<file path="src/verilog/spcr_regs.svh">
// Register map, field positions, reset values and timing counts
// Operation
// - Rate timer is 8-bit by default, 16-bit when sixteen-bit select set.
// - Divisor pair sets timer period; sync mode ignores high-speed select.
// - Writing either divisor half clears the rate timer at once.
// - Sync mode: clock source select makes master driving clock, else slave.
// - Nine-bit transmit select appends the transmit ninth bit to each char.
// - Transmit enable starts sending; sync receive enables take precedence.
// - Clocked-mode select picks synchronous when set, asynchronous when clear.
// - Async break-send sends a break next; hardware clears it when done.
// - Shifter empty flag reads 1 when idle, 0 when busy; resets to 1.
// - Port enable claims both pins; clearing it holds the port in reset.
// - Sync master single receive takes one character, then self-clears.
// - Continuous receive enables async receiver; in sync overrides single.
// - Nine-bit async address detect accepts only ninth-bit-set characters.
// - Framing error shows head character status; advances on data read.
// - Overrun flag stays set until continuous receive enable is cleared.
// - Receive ninth bit shows ninth bit of head character; no parity logic.
// - Async autorate overflow flag sets when the measuring counter overflows.
// - Async receive idle reads 1 when idle, 0 from start bit to end.
// - Async polarity inverts transmit data; sync picks the clocking edge.
// - Wake-up waits for a receive falling edge, flags it, then self-clears.
// - Async autorate enable measures the rate; hardware clears it on finish.
// - Rate control bits 5 and 2 read as 0 and ignore writes.
// - Baud is clock over 64, 16 or 4 times divisor plus one.
// - Two-character receive buffer; third character flags overrun, stops.
`ifndef SPCR_REGS_SVH
`define SPCR_REGS_SVH
`define SPCR_A_TXC 3'h0
`define SPCR_A_RXC 3'h1
`define SPCR_A_RTC 3'h2
`define SPCR_A_DVL 3'h3
`define SPCR_A_DVH 3'h4
`define SPCR_A_TXD 3'h5
`define SPCR_A_RXD 3'h6
`define SPCR_TXC_CLOCK_SOURCE_SELECT 7
`define SPCR_TXC_TX9 6
`define SPCR_TXC_TRANSMIT_ENABLE 5
`define SPCR_TXC_SYNC 4
`define SPCR_TXC_BRK 3
`define SPCR_TXC_HSR 2
`define SPCR_TXC_T9D 0
`define SPCR_RXC_PEN 7
`define SPCR_RXC_RX9 6
`define SPCR_RXC_SRE 5
`define SPCR_RXC_CRE 4
`define SPCR_RXC_ADE 3
`define SPCR_RTC_POL 4
`define SPCR_RTC_S16 3
`define SPCR_RTC_WUE 1
`define SPCR_RTC_ABE 0
`define SPCR_TXC_RST 8'h00
`define SPCR_RXC_RST 8'h00
`define SPCR_RTC_RST 8'h00
`define SPCR_RTC_WMASK 8'h1b
`define SPCR_DIV_RST 8'h00
`define SPCR_PM_64 6'h3f
`define SPCR_PM_16 6'h0f
`define SPCR_PM_4 6'h03
`define SPCR_BRK_FRAME 14'h2000
`define SPCR_BRK_BITS 4'he
`define SPCR_AB_FALLS 3'h4
`endif

</file>
<file path="src/verilog/spcr_pkg.sv">
// Types shared by the serial port files
`default_nettype none
package spcr_pkg;
  typedef struct packed {
    logic [2:0] addr;
    logic [7:0] wdata;
    logic wr;
    logic rd;
  } spcr_bus_t;
  typedef struct packed {
    logic framing_error_flag;
    logic b9;
    logic [7:0] data;
  } spcr_ent_t;
  typedef enum logic [1:0] {
    RX_IDLE, RX_START, RX_BITS, RX_STOP
  } spcr_rx_st_t;
endpackage
`default_nettype wire

</file>
<file path="src/verilog/spcr_rate_timer.sv">
// Free-running rate timer producing one tick per divisor period
`default_nettype none
module spcr_rate_timer (
  input wire logic clk,
  input wire logic rst_n,
  input wire logic clear,
  input wire logic sixteen,
  input wire logic [15:0] divisor,
  output logic tick
);
  logic [15:0] count;
  logic [15:0] limit;

  // Upper byte only counts in sixteen-bit mode
  assign limit = sixteen ? divisor : {8'h00, divisor[7:0]};

  // Compare with >= so a smaller new limit never runs the count away
  always_ff @(posedge clk or negedge rst_n) begin
    if (!rst_n) begin
      count <= 16'h0000;
      tick <= 1'b0;
    end else if (clear) begin
      count <= 16'h0000;
      tick <= 1'b0;
    end else if (count >= limit) begin
      count <= 16'h0000;
      tick <= 1'b1;
    end else begin
      count <= count + 16'h0001;
      tick <= 1'b0;
    end
  end
endmodule // spcr_rate_timer
`default_nettype wire

</file>
<file path="src/verilog/spcr_top.sv">
// Serial port control, status, receive buffer and rate selection
//
// The address-and-strobe port and the register addresses were left to the implementer.
`default_nettype none
`include "spcr_regs.svh"
module spcr_top (
  input wire logic clk,
  input wire logic rst_n,
  input wire spcr_pkg::spcr_bus_t bus,
  output logic [7:0] rdata,
  input wire logic receive_data_pin_in,
  output logic receive_data_pin_out,
  output logic receive_data_pin_oe,
  input wire logic transmit_clock_pin_in,
  output logic transmit_clock_pin_out,
  output logic transmit_clock_pin_oe,
  output logic receive_interrupt_flag
);
  logic [7:0] tx_ctl, rx_ctl, rate_ctl, div_lo, div_hi;
  logic port_en, srst, sync_m, master, pol, cre, sre, rx9;
  logic wr_txc, wr_rxc, wr_rtc, wr_txd, rd_rxd, div_wr;
  logic tick;
  logic [5:0] pmax;
  logic [3:0] ab_sh;
  logic [2:0] rx_s;
  logic [1:0] ck_s;
  logic rx_fall;
  logic sck, sck_ph, sck_d, sck_now, act, lau;
  logic tx_run, tx_brk, tx_seen, tx_req, brk_done;
  logic [13:0] tx_sh;
  logic [3:0] tx_left;
  logic [5:0] tx_pc;
  spcr_pkg::spcr_rx_st_t st;
  logic [8:0] rx_sh;
  logic [3:0] rx_left, nb;
  logic [5:0] rx_pc;
  logic rx_done, rx_fe, a_rx_en, sy_rx_want, sy_rx_en;
  spcr_pkg::spcr_ent_t fifo [2];
  spcr_pkg::spcr_ent_t new_ent, head_ent;
  logic [1:0] cnt;
  logic head, wp, push, push_ok, pop, accept;
  logic ovr, wake_flg, wake_hit;
  logic abe_act, ab_run, ab_load, ab_ovf;
  logic [23:0] ab_cnt, ab_q;
  logic [2:0] ab_edg;
  logic [15:0] ab_res;

  // Field aliases; the mode bit steers every mode-dependent field
  assign port_en = rx_ctl[`SPCR_RXC_PEN];
  assign srst = !port_en;
  assign sync_m = tx_ctl[`SPCR_TXC_SYNC];
  assign master = sync_m && tx_ctl[`SPCR_TXC_CLOCK_SOURCE_SELECT];
  assign pol = rate_ctl[`SPCR_RTC_POL];
  assign cre = rx_ctl[`SPCR_RXC_CRE];
  assign sre = rx_ctl[`SPCR_RXC_SRE];
  assign rx9 = rx_ctl[`SPCR_RXC_RX9];
  assign nb = rx9 ? 4'h9 : 4'h8;

  // Address decode
  assign wr_txc = bus.wr && bus.addr == `SPCR_A_TXC;
  assign wr_rxc = bus.wr && bus.addr == `SPCR_A_RXC;
  assign wr_rtc = bus.wr && bus.addr == `SPCR_A_RTC;
  assign wr_txd = bus.wr && bus.addr == `SPCR_A_TXD;
  assign rd_rxd = bus.rd && bus.addr == `SPCR_A_RXD;
  assign div_wr = (bus.wr && (bus.addr == `SPCR_A_DVL ||
                  bus.addr == `SPCR_A_DVH)) || ab_load;

  // Transmit control; hardware ends a break unless software rewrites
  always_ff @(posedge clk or negedge rst_n) begin
    if (!rst_n) begin
      tx_ctl <= `SPCR_TXC_RST;
    end else if (wr_txc) begin
      tx_ctl <= bus.wdata;
    end else if (brk_done) begin
      tx_ctl[`SPCR_TXC_BRK] <= 1'b0;
    end
  end

  // Receive control; single receive drops after its character
  always_ff @(posedge clk or negedge rst_n) begin
    if (!rst_n) begin
      rx_ctl <= `SPCR_RXC_RST;
    end else if (wr_rxc) begin
      rx_ctl <= bus.wdata;
    end else if (rx_done && master && !cre) begin
      rx_ctl[`SPCR_RXC_SRE] <= 1'b0;
    end
  end

  // Rate control; unimplemented bits never store
  always_ff @(posedge clk or negedge rst_n) begin
    if (!rst_n) begin
      rate_ctl <= `SPCR_RTC_RST;
    end else if (wr_rtc) begin
      rate_ctl <= bus.wdata & `SPCR_RTC_WMASK;
    end else begin
      if (wake_hit) rate_ctl[`SPCR_RTC_WUE] <= 1'b0;
      if (ab_load) rate_ctl[`SPCR_RTC_ABE] <= 1'b0;
    end
  end

  // Divisor pair; a measured rate lands here too
  always_ff @(posedge clk or negedge rst_n) begin
    if (!rst_n) begin
      div_lo <= `SPCR_DIV_RST;
      div_hi <= `SPCR_DIV_RST;
    end else if (bus.wr && bus.addr == `SPCR_A_DVL) begin
      div_lo <= bus.wdata;
    end else if (bus.wr && bus.addr == `SPCR_A_DVH) begin
      div_hi <= bus.wdata;
    end else if (ab_load) begin
      {div_hi, div_lo} <= ab_res;
    end
  end

  spcr_rate_timer u_timer (
    .clk(clk),
    .rst_n(rst_n),
    .clear(div_wr || srst),
    .sixteen(rate_ctl[`SPCR_RTC_S16]),
    .divisor({div_hi, div_lo}),
    .tick(tick)
  );

  // Ticks per bit; sync ignores high speed select
  always_comb begin
    pmax = `SPCR_PM_16;
    ab_sh = 4'h7;
    if (sync_m) begin
      pmax = `SPCR_PM_4;
      ab_sh = 4'h5;
    end else begin
      case ({rate_ctl[`SPCR_RTC_S16], tx_ctl[`SPCR_TXC_HSR]})
        2'b00: begin
          pmax = `SPCR_PM_64;
          ab_sh = 4'h9;
        end
        2'b11: begin
          pmax = `SPCR_PM_4;
          ab_sh = 4'h5;
        end
        default: begin
          pmax = `SPCR_PM_16;
          ab_sh = 4'h7;
        end
      endcase
    end
  end

  // Pin synchronisers; stage 0 feeds only stage 1
  always_ff @(posedge clk or negedge rst_n) begin
    if (!rst_n) begin
      rx_s <= 3'h7;
      ck_s <= 2'h0;
    end else begin
      rx_s <= {rx_s[1:0], receive_data_pin_in};
      ck_s <= {ck_s[0], transmit_clock_pin_in};
    end
  end
  assign rx_fall = rx_s[2] && !rx_s[1];

  // Master clock toggles every two ticks, so one bit is four ticks
  always_ff @(posedge clk or negedge rst_n) begin
    if (!rst_n) begin
      sck <= 1'b0;
      sck_ph <= 1'b0;
    end else if (!master || !(tx_run || sy_rx_en)) begin
      sck <= 1'b0;
      sck_ph <= 1'b0;
    end else if (tick) begin
      sck_ph <= !sck_ph;
      if (sck_ph) sck <= !sck;
    end
  end

  // Edge finder for either clock source
  assign sck_now = master ? sck : ck_s[1];
  always_ff @(posedge clk or negedge rst_n) begin
    if (!rst_n) sck_d <= 1'b0;
    else sck_d <= sck_now;
  end
  assign act = sync_m && (pol ? (sck_now && !sck_d)
                              : (!sck_now && sck_d));
  assign lau = sync_m && (pol ? (!sck_now && sck_d)
                              : (sck_now && !sck_d));

  // Sync receive requests win over transmit
  assign sy_rx_want = sync_m && (cre || (sre && master));
  assign sy_rx_en = sy_rx_want && !ovr && !tx_run;
  assign tx_req = wr_txd && port_en && tx_ctl[`SPCR_TXC_TRANSMIT_ENABLE] &&
                  !tx_run && !sy_rx_want;
  assign brk_done = tx_run && tx_brk && tick && tx_pc == pmax &&
                    tx_left == 4'h1;

  // Transmit shifter; a write while busy is dropped, no holding stage
  always_ff @(posedge clk or negedge rst_n) begin
    if (!rst_n) begin
      tx_run <= 1'b0;
      tx_brk <= 1'b0;
      tx_seen <= 1'b0;
      tx_sh <= 14'h3fff;
      tx_left <= 4'h0;
      tx_pc <= 6'h00;
    end else if (srst) begin
      tx_run <= 1'b0;
      tx_brk <= 1'b0;
      tx_sh <= 14'h3fff;
    end else if (tx_req) begin
      tx_run <= 1'b1;
      tx_pc <= 6'h00;
      tx_seen <= 1'b0;
      tx_brk <= !sync_m && tx_ctl[`SPCR_TXC_BRK];
      if (sync_m) begin
        tx_sh <= {5'h1f, tx_ctl[`SPCR_TXC_T9D], bus.wdata};
        tx_left <= tx_ctl[`SPCR_TXC_TX9] ? 4'h9 : 4'h8;
      end else if (tx_ctl[`SPCR_TXC_BRK]) begin
        tx_sh <= `SPCR_BRK_FRAME;
        tx_left <= `SPCR_BRK_BITS;
      end else if (tx_ctl[`SPCR_TXC_TX9]) begin
        tx_sh <= {4'hf, tx_ctl[`SPCR_TXC_T9D], bus.wdata, 1'b0};
        tx_left <= 4'hb;
      end else begin
        tx_sh <= {5'h1f, bus.wdata, 1'b0};
        tx_left <= 4'ha;
      end
    end else if (tx_run && sync_m) begin
      if (act) begin
        tx_left <= tx_left - 4'h1;
        tx_seen <= 1'b1;
      end else if (lau && tx_seen) begin
        tx_seen <= 1'b0;
        tx_sh <= {1'b1, tx_sh[13:1]};
        if (tx_left == 4'h0) tx_run <= 1'b0;
      end
    end else if (tx_run && tick) begin
      if (tx_pc == pmax) begin
        tx_pc <= 6'h00;
        tx_sh <= {1'b1, tx_sh[13:1]};
        tx_left <= tx_left - 4'h1;
        if (tx_left == 4'h1) tx_run <= 1'b0;
      end else begin
        tx_pc <= tx_pc + 6'h01;
      end
    end
  end

  // Pin drivers; a disabled port releases both pins
  always_ff @(posedge clk or negedge rst_n) begin
    if (!rst_n) begin
      transmit_clock_pin_out <= 1'b0;
      transmit_clock_pin_oe <= 1'b0;
      receive_data_pin_out <= 1'b0;
      receive_data_pin_oe <= 1'b0;
    end else if (srst) begin
      transmit_clock_pin_oe <= 1'b0;
      receive_data_pin_oe <= 1'b0;
    end else if (!sync_m) begin
      transmit_clock_pin_out <= (tx_run ? tx_sh[0] : 1'b1) ^ pol;
      transmit_clock_pin_oe <= 1'b1;
      receive_data_pin_oe <= 1'b0;
    end else begin
      transmit_clock_pin_out <= sck;
      transmit_clock_pin_oe <= master;
      receive_data_pin_out <= tx_sh[0];
      receive_data_pin_oe <= tx_run;
    end
  end

  // Async receive waits while overrun, wake-up or measuring
  assign a_rx_en = !sync_m && cre && !ovr &&
                   !rate_ctl[`SPCR_RTC_WUE] && !abe_act;
  assign wake_hit = port_en && !sync_m && rate_ctl[`SPCR_RTC_WUE] &&
                    rx_fall;

  // Receive engine; async samples mid-bit, sync on the active edge
  always_ff @(posedge clk or negedge rst_n) begin
    if (!rst_n) begin
      st <= spcr_pkg::RX_IDLE;
      rx_sh <= 9'h000;
      rx_left <= 4'h0;
      rx_pc <= 6'h00;
      rx_done <= 1'b0;
      rx_fe <= 1'b0;
    end else begin
      rx_done <= 1'b0;
      if (srst) begin
        st <= spcr_pkg::RX_IDLE;
        rx_left <= nb; // No stale bit count survives a disable
      end else if (sync_m) begin
        st <= spcr_pkg::RX_IDLE;
        if (!sy_rx_en) begin
          rx_left <= nb;
        end else if (act) begin
          rx_sh <= {rx_s[1], rx_sh[8:1]};
          if (rx_left == 4'h1) begin
            rx_done <= 1'b1;
            rx_fe <= 1'b0;
            rx_left <= nb;
          end else begin
            rx_left <= rx_left - 4'h1;
          end
        end
      end else begin
        case (st)
          spcr_pkg::RX_IDLE: if (a_rx_en && rx_fall) begin
            st <= spcr_pkg::RX_START;
            rx_pc <= 6'h00;
            rx_left <= nb;
          end
          spcr_pkg::RX_START: if (tick) begin
            if (rx_pc == (pmax >> 1)) begin
              rx_pc <= 6'h00;
              st <= rx_s[1] ? spcr_pkg::RX_IDLE : spcr_pkg::RX_BITS;
            end else begin
              rx_pc <= rx_pc + 6'h01;
            end
          end
          spcr_pkg::RX_BITS: if (tick) begin
            if (rx_pc == pmax) begin
              rx_pc <= 6'h00;
              rx_sh <= {rx_s[1], rx_sh[8:1]};
              rx_left <= rx_left - 4'h1;
              if (rx_left == 4'h1) st <= spcr_pkg::RX_STOP;
            end else begin
              rx_pc <= rx_pc + 6'h01;
            end
          end
          spcr_pkg::RX_STOP: if (tick) begin
            if (rx_pc == pmax) begin
              rx_fe <= !rx_s[1];
              rx_done <= 1'b1;
              st <= spcr_pkg::RX_IDLE;
            end else begin
              rx_pc <= rx_pc + 6'h01;
            end
          end
          default: st <= spcr_pkg::RX_IDLE;
        endcase
      end
    end
  end

  // Character packing; address mode drops ninth-bit-clear characters
  assign new_ent.framing_error_flag = rx_fe;
  assign new_ent.b9 = rx9 ? rx_sh[8] : 1'b0;
  assign new_ent.data = rx9 ? rx_sh[7:0] : rx_sh[8:1];
  assign accept = !(!sync_m && rx9 && rx_ctl[`SPCR_RXC_ADE] &&
                    !rx_sh[8]);
  assign push = rx_done && accept && port_en;
  assign pop = rd_rxd && cnt != 2'h0;
  assign push_ok = push && (cnt != 2'h2 || pop);
  assign wp = head ^ cnt[0];
  assign head_ent = (cnt != 2'h0) ? fifo[head] : '0;

  // Two-entry buffer storage
  for (genvar g = 0; g < 2; g++) begin : g_ent
    always_ff @(posedge clk) begin
      if (push_ok && wp == 1'(g)) fifo[g] <= new_ent;
    end
  end

  // Buffer pointers and overrun; a new overrun beats the clear
  always_ff @(posedge clk or negedge rst_n) begin
    if (!rst_n) begin
      cnt <= 2'h0;
      head <= 1'b0;
      ovr <= 1'b0;
    end else if (srst) begin
      cnt <= 2'h0;
      head <= 1'b0;
      ovr <= 1'b0;
    end else begin
      cnt <= cnt + {1'b0, push_ok} - {1'b0, pop};
      if (pop) head <= !head;
      if (push && !push_ok) ovr <= 1'b1;
      else if (!cre) ovr <= 1'b0;
    end
  end

  // Wake event and receive flag; a wake edge wins over a read
  always_ff @(posedge clk or negedge rst_n) begin
    if (!rst_n) begin
      wake_flg <= 1'b0;
      receive_interrupt_flag <= 1'b0;
    end else begin
      if (srst) wake_flg <= 1'b0;
      else if (wake_hit) wake_flg <= 1'b1;
      else if (rd_rxd) wake_flg <= 1'b0;
      receive_interrupt_flag <= port_en && (cnt != 2'h0 || wake_flg);
    end
  end

  // Rate measurement spans eight bit times of a 0x55 character
  assign abe_act = rate_ctl[`SPCR_RTC_ABE] && !sync_m && port_en;
  assign ab_q = ab_cnt >> ab_sh;
  assign ab_res = ab_q[15:0] - 16'h0001;
  always_ff @(posedge clk or negedge rst_n) begin
    if (!rst_n) begin
      ab_run <= 1'b0;
      ab_cnt <= 24'h000000;
      ab_edg <= 3'h0;
      ab_load <= 1'b0;
      ab_ovf <= 1'b0;
    end else if (!abe_act) begin
      ab_run <= 1'b0;
      ab_edg <= 3'h0;
      ab_load <= 1'b0;
      ab_ovf <= 1'b0;
    end else begin
      ab_load <= 1'b0;
      if (!ab_run) begin
        if (rx_fall && !ab_load) begin
          ab_run <= 1'b1;
          ab_cnt <= 24'h000000;
          ab_edg <= 3'h0;
        end
      end else if (&ab_cnt) begin
        ab_ovf <= 1'b1;
      end else begin
        ab_cnt <= ab_cnt + 24'h000001;
        if (rx_fall) begin
          ab_edg <= ab_edg + 3'h1;
          if (ab_edg == `SPCR_AB_FALLS - 3'h1) begin
            ab_run <= 1'b0;
            ab_load <= 1'b1;
          end
        end
      end
    end
  end

  // Read port; data only in the cycle after the strobe
  always_ff @(posedge clk or negedge rst_n) begin
    if (!rst_n) begin
      rdata <= 8'h00;
    end else if (!bus.rd) begin
      rdata <= 8'h00;
    end else begin
      case (bus.addr)
        `SPCR_A_TXC: rdata <= {tx_ctl[7:2], !tx_run, tx_ctl[0]};
        `SPCR_A_RXC: rdata <= {rx_ctl[7:3], head_ent.framing_error_flag, ovr,
                               head_ent.b9};
        `SPCR_A_RTC: rdata <= {ab_ovf, st == spcr_pkg::RX_IDLE, 1'b0,
                               rate_ctl[4:3], 1'b0, rate_ctl[1:0]};
        `SPCR_A_DVL: rdata <= div_lo;
        `SPCR_A_DVH: rdata <= div_hi;
        `SPCR_A_RXD: rdata <= head_ent.data;
        default: rdata <= 8'h00;
      endcase
    end
  end
endmodule // spcr_top
`default_nettype wire
</file>
<file path="config.mk">
export PLATFORM = sky130hd
export DESIGN_NAME = spcr_top
export DESIGN_NICKNAME = d
export VERILOG_FILES = /design/src/verilog/spcr_pkg.sv /design/src/verilog/spcr_rate_timer.sv /design/src/verilog/spcr_top.sv
export VERILOG_INCLUDE_DIRS = /design/src /design/src/verilog
export SDC_FILE = /design/constraint.sdc
export NUM_CORES = 1
export LEC_CHECK = 0
export BUFFER_PORTS_ARGS = -buffer_cell sky130_fd_sc_hd__buf_4
export CORE_UTILIZATION = 55
export DETAILED_ROUTE_END_ITERATION = 8
export PLACE_DENSITY = 0.72
export SYNTH_ARGS = -nofsm -noshare
export SYNTH_HDL_FRONTEND = slang
export SYNTH_SLANG_ARGS = --single-unit
export TNS_END_PERCENT = 20
</file>
<file path="constraint.sdc">
create_clock -name clk -period 4.3 [get_ports clk]
set_input_delay 0.645 -clock clk [delete_from_list [all_inputs] [get_ports clk]]
set_output_delay 0.645 -clock clk [all_outputs]
set_load 0.02 [all_outputs]
</file>
==> results of run 1 <==
[power groups by stage]
stage               registers, mW  clock network (mW)  logic, mW
CTS                          2.03                1.64      0.901
global placement             2.06                   0      0.878
global route                 2.06                1.71       1.01
floorplan                    2.00                   0      0.694
detailed placement           2.06                   0      0.894
finish                       2.03                1.63      0.900
[area by class of cell]
| class | instances | area share [%] |
|---|---|---|
| tap | 229 | 2.60 |
| timing repair buffer | 39 | 2.81 |
| inverter | 46 | 1.57 |
| clock inverter | 15 | 1.77 |
| sequential | 174 | 40.6 |
| multi-input combinational | 764 | 46.8 |
| clock buffer | 17 | 3.86 |
[stage by stage]
stage                     setup slack, ns  util [%]
after global placement              0.886      58.0
after global routing                0.309      61.5
after CTS                           0.719      61.5
after detailed placement            0.740      58.0
after floorplan                     0.726         -
final                               0.694      61.5
[sequential cells by signal, indices dropped and copies added (netlist names), 5 cells and up]
register	count
ab_cnt	24
div_hi	8
div_lo	8
fifo	20
rdata	8
rx_ctl	5
rx_pc	6
rx_sh	9
tx_ctl	7
tx_pc	6
tx_sh	13
u_timer.count	16
[synthesized netlist by cell type, drive strengths merged, types with 6 or more instances]
cell    instances  area share [%]
xnor2          19             1.7
o21ai          66             3.3
mux2i          37             3.7
dfstp          16             4.2
nand3          38             1.9
o22ai           6            0.37
a21oi          49             2.4
nand2b         21             1.5
ha             31             3.9
a31oi           7            0.65
buf            21             1.3
nand4           9            0.56
dfrtp         138              34
xor2           31             2.7
nor3           24             1.2
a22oi           8            0.60
edfxtp         20             6.0
nand2          95             3.6
mux2           31             3.5
clkbuf         32             1.2
mux4           11             2.5
and3           24             1.5
inv            44             1.6
nor2b          13            0.81
a21o           14             1.0
nor2          116             4.3
a221oi         14             1.2
a311oi         10            0.87
[worst max path at each step]
stage | startpoint | end | slack [ns]
CTS | rate_ctl[3] | div_hi[6] | 0.72
finish | rate_ctl[3] | div_hi[6] | 0.69
floorplan | rate_ctl[3] | div_hi[6] | 0.73
global route | rate_ctl[3] | div_hi[6] | 0.31
global placement | rate_ctl[3] | div_hi[6] | 0.89
detailed placement | rate_ctl[3] | div_hi[6] | 0.74
[worst reg2reg max path: cells and delay by family, from the launching register on]
| kind | cells | cell delay [ns] |
|---|---|---|
| buf+inv | 1 | 0.11 |
| simple gates | 5 | 0.96 |
| fa+ha+maj | 2 | 0.74 |
| xor+xnor | 1 | 0.15 |
| compound gates | 3 | 0.61 |
| mux | 1 | 0.36 |
| flops | 1 | 0.56 |
[routing by layer]
layer	wire length [µm]	vias to the layer above	global-route usage, %
met5	0	-	0
met2	10800	194	40.7
met4	566	0	8.91
li1	-	3742	-
met3	1020	41	4.11
met1	10800	3804	37.6
[layout by cell type (no fill, tap or decap), types with 5 or more instances in the layout]
master	Yosys	final
ha_1	31	31
o221ai_1	5	5
nor3_1	23	23
a21o_1	14	14
nand3b_1	5	5
nand2_1	95	95
edfxtp_1	20	20
o21ai_0	62	62
nor2_1	116	116
o211ai_1	5	5
clkbuf_16	0	17
mux2_2	31	31
xor2_1	31	31
nand3_1	38	38
inv_6	0	5
dfrtp_1	138	138
and3_1	24	24
inv_1	44	44
a31oi_1	5	5
nor2b_1	13	13
or3_1	5	5
a311oi_1	10	10
nand2b_1	19	19
buf_4	3	37
dfstp_2	16	16
a22o_1	5	5
a221oi_1	14	14
mux2i_1	36	36
a22oi_1	8	8
nand4_1	9	9
mux4_2	11	11
o22ai_1	6	6
a21oi_1	49	49
xnor2_1	19	19
[cells by family after synthesis]
kind of cell    after synthesis  share of synthesized area [%]
fa+ha+maj                    31                           3.86
simple gates                380                           18.5
flops                       174                           44.6
xor+xnor                     50                           4.36
compound gates              224                           14.9
buf+inv                      99                           4.17
mux                          79                           9.67
==> metrics.md, run 1 <==
| Metric | Value |
|---|---|
| Worst Tran Pin Value | 1.14 ns |
| Layout cells sized above 1 | 13.9% |
| Maximum vdd drop | 0.000334 V |
| WP data arrival | 3.93 ns |
| Ys async rst share | 88.5% |
| Cts bufs inserted | 17 |
| Worst hold margin | 0.303 ns |
| Vias in the first global route | 7198 |
| Buf+Inv Stages, Crit Path | 1 |
| Synth Net Count | 1085 |
| CP Max Fanout | 24 |
| First-pass GRT wire length | 37.8 mm |
| LEAKAGE | 4.94 nW |
| Reg2reg end | div_hi[6] |
| Vias | 7781 |
| Worst setup SP type | flip-flop |
| Clock network fraction of design power | 35.7% |
| Post-DP Area | 0.0104 mm² |
| Synth Warn # | 0 |
| Setup violations, final | 0 |
| Worst-path cell chain | inv_1 > ha_1 > nand2b_4 > mux2i_1 > nor2_1 > a21oi_1 > ha_1 > nand4b_1 > o22ai_1 > nand2_1 > nor4_1 > xnor2_1 > o21ai_0 |
| GRT Overall Usage | 26.3% |
| Worst r2r src | rate_ctl[3] |
| Clock sink count | 174 |
| Initial antenna violation count | 0 |
| H-tree depth | 4 |
| Vias per cell | 6.06 |
| Root Buffer | clkbuf_16 |
| Highest clock rate | 277 MHz |
| WL per Instance | 18.0 µm |
| Post-synth EDFFs | 20 |
| Initial Util | 56.1% |
| Die Span Y | 137 µm |
| DRT Pass-1 Iters | 5 |
| Slowest CP cell | dfrtp_1 |
| Largest net degree at the start of global routing | 99 |
| Port bufs | 29 |
| Area of the multi-input gates | 0.00515 mm² |
| Sequential power share | 44.5% |
| CP Data Required Time | 4.62 ns |
| HPWL after DPL | 16.2 mm |
| DRT antenna net count | 0 |
| Crit path depth | 13 |
| Tot Pwr | 4.56 mW |
| Clk slew on worst S/H paths | 0.07 ns |
| CTS tree | yes |
| DR DRC count | 0 |
| Chip width | 137 µm |
| #FFs+latches synth | 174 |
| Top_reg_cell synth | dfrtp_1 |
| Cells after synthesis | 1037 |
| Critical Setup Path Class | reg -> reg |
| Finished Cell Area | 0.0110 mm² |
| Slew headroom | 23.7% |
| Max clock buf depth | 2 |
| GPL Wtd Cong | 0.941 |
| Count of cell types in the netlist | 80 |
| Drt total wl | 23.1 mm |
| Max incr delay on CP | 0.56 ns |
| Area Growth Syn to Fin | 9.66% |
| Syn Area/Cell | 9.68 µm² |
| Reg-to-reg setup timing slack | 0.69 ns |
| Fillers | 1497 |
| Die ar. | 0.0188 mm² |
| Worst-Skew Late Latency | 0.44 ns |
| Core area | 0.0179 mm² |
| Core Rows | 49 |
| Top cell by count, worst path | ha_1 |
| Setup TNS | 0 ns |
| Power per cell area | 414 mW/mm² |
| Worst hold path class | in -> async |
| Final nets | 1090 |
| Final Slew Violations | 0 |
| Antenna cells | 0 |
| Outcome | finished clean |
| Layout Skew | 0.0111 ns |
| Violation count after the first detailed-route iteration | 651 |
| Post-CTS setup buffer count | 0 |
| CTS Hold Bufs | 0 |
| Finished Layout Cells | 1284 |
| MaxCap Viol Count | 0 |
| Combinational share of power | 19.7% |
| # IOs | 30 |
| Sequential cell area | 0.00447 mm² |
| RSZ-0062 raised after global routing | no |
| Post-cts sizing count | 0 |
| Sequential fraction of the synthesis area | 44.6% |
| Synthesized area | 0.0100 mm² |
| Switch Pwr | 1.44 mW |
| Placed Instances | 1252 |
| Critical Path End Type | flip-flop |
| P_int | 3.12 mW |
| Final period util | 83.9% |
| Sw frac | 31.5% |
| Delay-heaviest family, CP | simple AND/OR/NAND/NOR gates |
| Minimum clock period | 3.61 ns |
| Worst r2r path cells | 13 |
| Total grt overflow | 0 |
| Final hold vios | 0 |
(Power assumes the default switching activity.)
==> run 2: changes to the inputs <==
--- a/config.mk
+++ b/config.mk
@@ -6,10 +6,11 @@
 export SDC_FILE = /design/constraint.sdc
 export NUM_CORES = 1
 export LEC_CHECK = 0
+export ABC_AREA = 1
 export BUFFER_PORTS_ARGS = -buffer_cell sky130_fd_sc_hd__buf_4
 export CORE_UTILIZATION = 55
 export DETAILED_ROUTE_END_ITERATION = 8
-export PLACE_DENSITY = 0.72
+export PLACE_DENSITY = 0.74
 export SYNTH_ARGS = -nofsm -noshare
 export SYNTH_HDL_FRONTEND = slang
 export SYNTH_SLANG_ARGS = --single-unit
==> constraint.sdc (replaced) <==
create_clock -name clk -period 2.97 [get_ports clk]
set_input_delay 0.4455 -clock clk [delete_from_list [all_inputs] [get_ports clk]]
set_output_delay 0.4455 -clock clk [all_outputs]
set_load 0.02 [all_outputs]
==> run 2 against run 1 <==
  * Sequential power is 46% higher
  * Global-route usage is 2.5 points higher
  * Utilization is 0.34 points higher
  * Sequential share of layout area is 2.1 points lower
  * Register-to-register slack worse by 0.38 ns
  * Final cell count is 31% higher
  * Critical path depth is 1 higher
  * Largest cell class unchanged
  * Largest power group unchanged
==> metrics.md, run 2 <==
| Metric | Value |
|---|---|
| Layout Skew | 0.0134 ns (+0.00230 ns) |
| Xor and xnor fraction of the mapped netlist area | 2.16% (-2.2 points) |
| Simple-gate portion of the synthesized area | 30.6% (+12 points) |
| Worst hold margin | 0.102 ns (-0.201 ns) |
| Critical Path End Type | flip-flop |
| Power per cell area | 631 mW/mm² (+53%) |
| RSZ-0062 raised after global routing | no |
| Worst-Skew Late Latency | 0.45 ns (about the same) |
| Crit. Startpoint | rate_ctl[3] |
| First-pass GRT wire length | 45.1 mm (+19%) |
| Area Growth Syn to Fin | 9.89% |
| Setup WS post-layout | 0.318 ns (-0.376 ns) |
| Final period util | 89.3% (+5.4 points) |
| Cts bufs inserted | 17 (unchanged) |
| Main combinational cell family by area after synthesis | simple AND/OR/NAND/NOR gates |
| Synth Area in Compound Gates | 12.8% (-2.1 points) |
| Max clock buf depth | 2 (unchanged) |
| CTS tree | yes |
| Worst min-delay path startpoint | transmit_clock_pin_in |
| Drt total wl | 26.8 mm (+16%) |
| Slew headroom | 53.9% (+30 points) |
| Biggest regs | ab_cnt (24), fifo (20), u_timer.count (16) |
| Top_reg_cell synth | dfrtp_1 |
| Core area | 0.0188 mm² (+4.8%) |
| Die ar. | 0.0198 mm² (+5.1%) |
| Post-synth EDFFs | 20 (unchanged) |
| Total grt overflow | 0 (unchanged) |
| CP Data Required Time | 3.32 ns (-1.30 ns) |
| Vias | 9536 (+23%) |
| Vias in the first global route | 9045 (+26%) |
| Die Span Y | 141 µm (+2.5%) |
| DR DRC count | 0 (unchanged) |
| Chip width | 141 µm (+2.5%) |
| Initial antenna violation count | 1 (+1) |
| WL per Instance | 15.9 µm (-12%) |
| Vias per cell | 5.65 (-6.7%) |
| Synthesized area | 0.0106 mm² (+5.2%) |
| Most frequent cells in the layout | 385 x nand2_1, 153 x inv_1, 138 x nand3_1, 138 x dfrtp_1, 109 x nor2_1 |
| MaxCap Viol Count | 0 (unchanged) |
| Worst r2r src | rate_ctl[3] |
| H-tree depth | 4 (unchanged) |
| Tot Pwr | 7.33 mW (+61%) |
| Mux cell area share after synthesis | 0% (-9.7 points) |
| WP data arrival | 3.00 ns (-0.93 ns) |
| Synth Area in Adders | 3.67% (-0.19 points) |
| Minimum clock period | 2.65 ns (-0.954 ns) |
| HPWL after DPL | 19.8 mm (+23%) |
| Synth Net Count | 1461 (+35%) |
| Finished Cell Area | 0.0116 mm² (+5.4%) |
| Commonest non-fill, non-tap cell in the layout | nand2_1 |
| Core Rows | 50 (+2.0%) |
| Port bufs | 29 (unchanged) |
| DRT antenna net count | 0 (unchanged) |
| Syn Area/Cell | 7.48 µm² (-23%) |
| Setup TNS | 0 ns (unchanged) |
| Final hold vios | 0 (unchanged) |
| Post-DP Area | 0.0110 mm² (+5.5%) |
| Clk slew on worst S/H paths | 0.08 ns (about the same) |
| Yosys top cell by area | dfrtp_1 |
| Root Buffer | clkbuf_16 |
| Count of cell types in the netlist | 55 (-31%) |
| #FFs+latches synth | 174 (unchanged) |
| Largest register FFs | 24 (unchanged) |
| Synth top area cells | dfrtp_1 33%, nand2_1 14%, nand3_1 6.5% |
| Cells after synthesis | 1413 (+36%) |
| Initial Util | 56.3% (+0.19 points) |
| Biggest register | ab_cnt |
| Sequential fraction of the synthesis area | 42.4% (-2.2 points) |
| CP Max Fanout | 21 (-13%) |
| Synth Warn # | 0 (unchanged) |
| Ys async rst share | 88.5% (unchanged) |
| Final Slew Violations | 0 (unchanged) |
| Critical Setup Path Class | reg -> reg |
| GRT Overall Usage | 28.8% (+2.5 points) |
| Finished Core Util | 61.8% (+0.34 points) |
| Final nets | 1487 (+36%) |
| Violation count after the first detailed-route iteration | 729 (+12%) |
| Post-CTS setup buffer count | 0 (unchanged) |
| Worst setup SP type | flip-flop |
| Highest clock rate | 377 MHz (+36%) |
| Synth top cells by count | 385 x nand2_1, 153 x inv_1, 138 x dfrtp_1, 138 x nand3_1, 109 x nor2_1 |
| Most frequent cell after synthesis | nand2_1 |
| DRT Pass-1 Iters | 5 (unchanged) |
| Maximum vdd drop | 0.000441 V (+32%) |
| Layout cells sized above 1 | 10.5% (-3.5 points) |
| LEAKAGE | 5.38 nW (+8.8%) |
| Outcome | finished clean |
| Finished Layout Cells | 1687 (+31%) |
| Worst Tran Pin Value | 0.689 ns (-0.448 ns) |
| # IOs | 30 (unchanged) |
| Share of the synthesized area in the top cell type | 32.7% (-1.7 points) |
| Largest net degree at the start of global routing | 68 (-31%) |
| Placed Instances | 1653 (+32%) |
| Clock sink count | 174 (unchanged) |
| GPL Wtd Cong | 0.965 (+2.6%) |
| Setup violations, final | 0 (unchanged) |
| Place WS | 0.374 ns (-0.367 ns) |
| Worst hold path class | in -> reg |
-- run 2: timing repair --
action,in CTS,in global routing
hold buffers,1,0
endpoints found under the hold margin,10,0
resized for setup,0,0
-- run 2: report_power, final --
group	switching, mW	internal, mW	total (mW)
Clock	1.15	1.16	2.32
Sequential	0.241	2.71	2.96
Combinational	1.39	0.669	2.06
-- run 2: area by class of cell --
type | instances | area, µm²
Clock buffer | 17 | 425
Fill cell | 1695 | 7160
Multi-Input combinational cell | 1030 | 5200
Inverter | 172 | 651
Timing Repair Buffer | 44 | 349
Sequential cell | 174 | 4470
Tap cell | 234 | 293
Clock inverter | 15 | 211
Antenna cell | 1 | 2.50
-- run 2: kinds of logic after synthesis --
family | after synthesis
fa+ha+maj | 31
compound gates | 238
xor+xnor | 26
simple gates | 735
buf+inv | 209
flops | 174
-- run 2: worst paths after layout --
path	slack [ns]	depth (start not counted)	to
worst max-delay path	0.32	14	div_hi[2]
worst min-delay path	0.10	1	ck_s[0]
worst max register to register	0.32	14	div_hi[2]
worst min register to register	0.35	0	ck_s[1]
max in group asynchronous	1.60	3	tx_sh[4]
min in group asynchronous	0.53	2	u_timer.count[3]
-- run 2: worst max-delay path, cell delays in order (launching register included) --
cell and delay [ns]:
dfrtp_1 0.60, inv_1 0.08, ha_1 0.32, nand2_2 0.24
nand2_1 0.21, nand3_1 0.09, nand2_1 0.14, ha_1 0.18
inv_1 0.07, nor2_2 0.18, nand2_1 0.09, o21bai_1 0.14
nand3b_1 0.09, nand2_1 0.07, nand2_1 0.05
-- run 2: routing by layer --
layer  global-route usage [%]  vias up  part of all wire, %
li1                         -     4735                    -
met1                     39.5     4426                   45
met2                     46.8      323                   47
met3                     4.62       52                  5.7
met4                     9.55        0                  2.1
met5                        0        -                    0
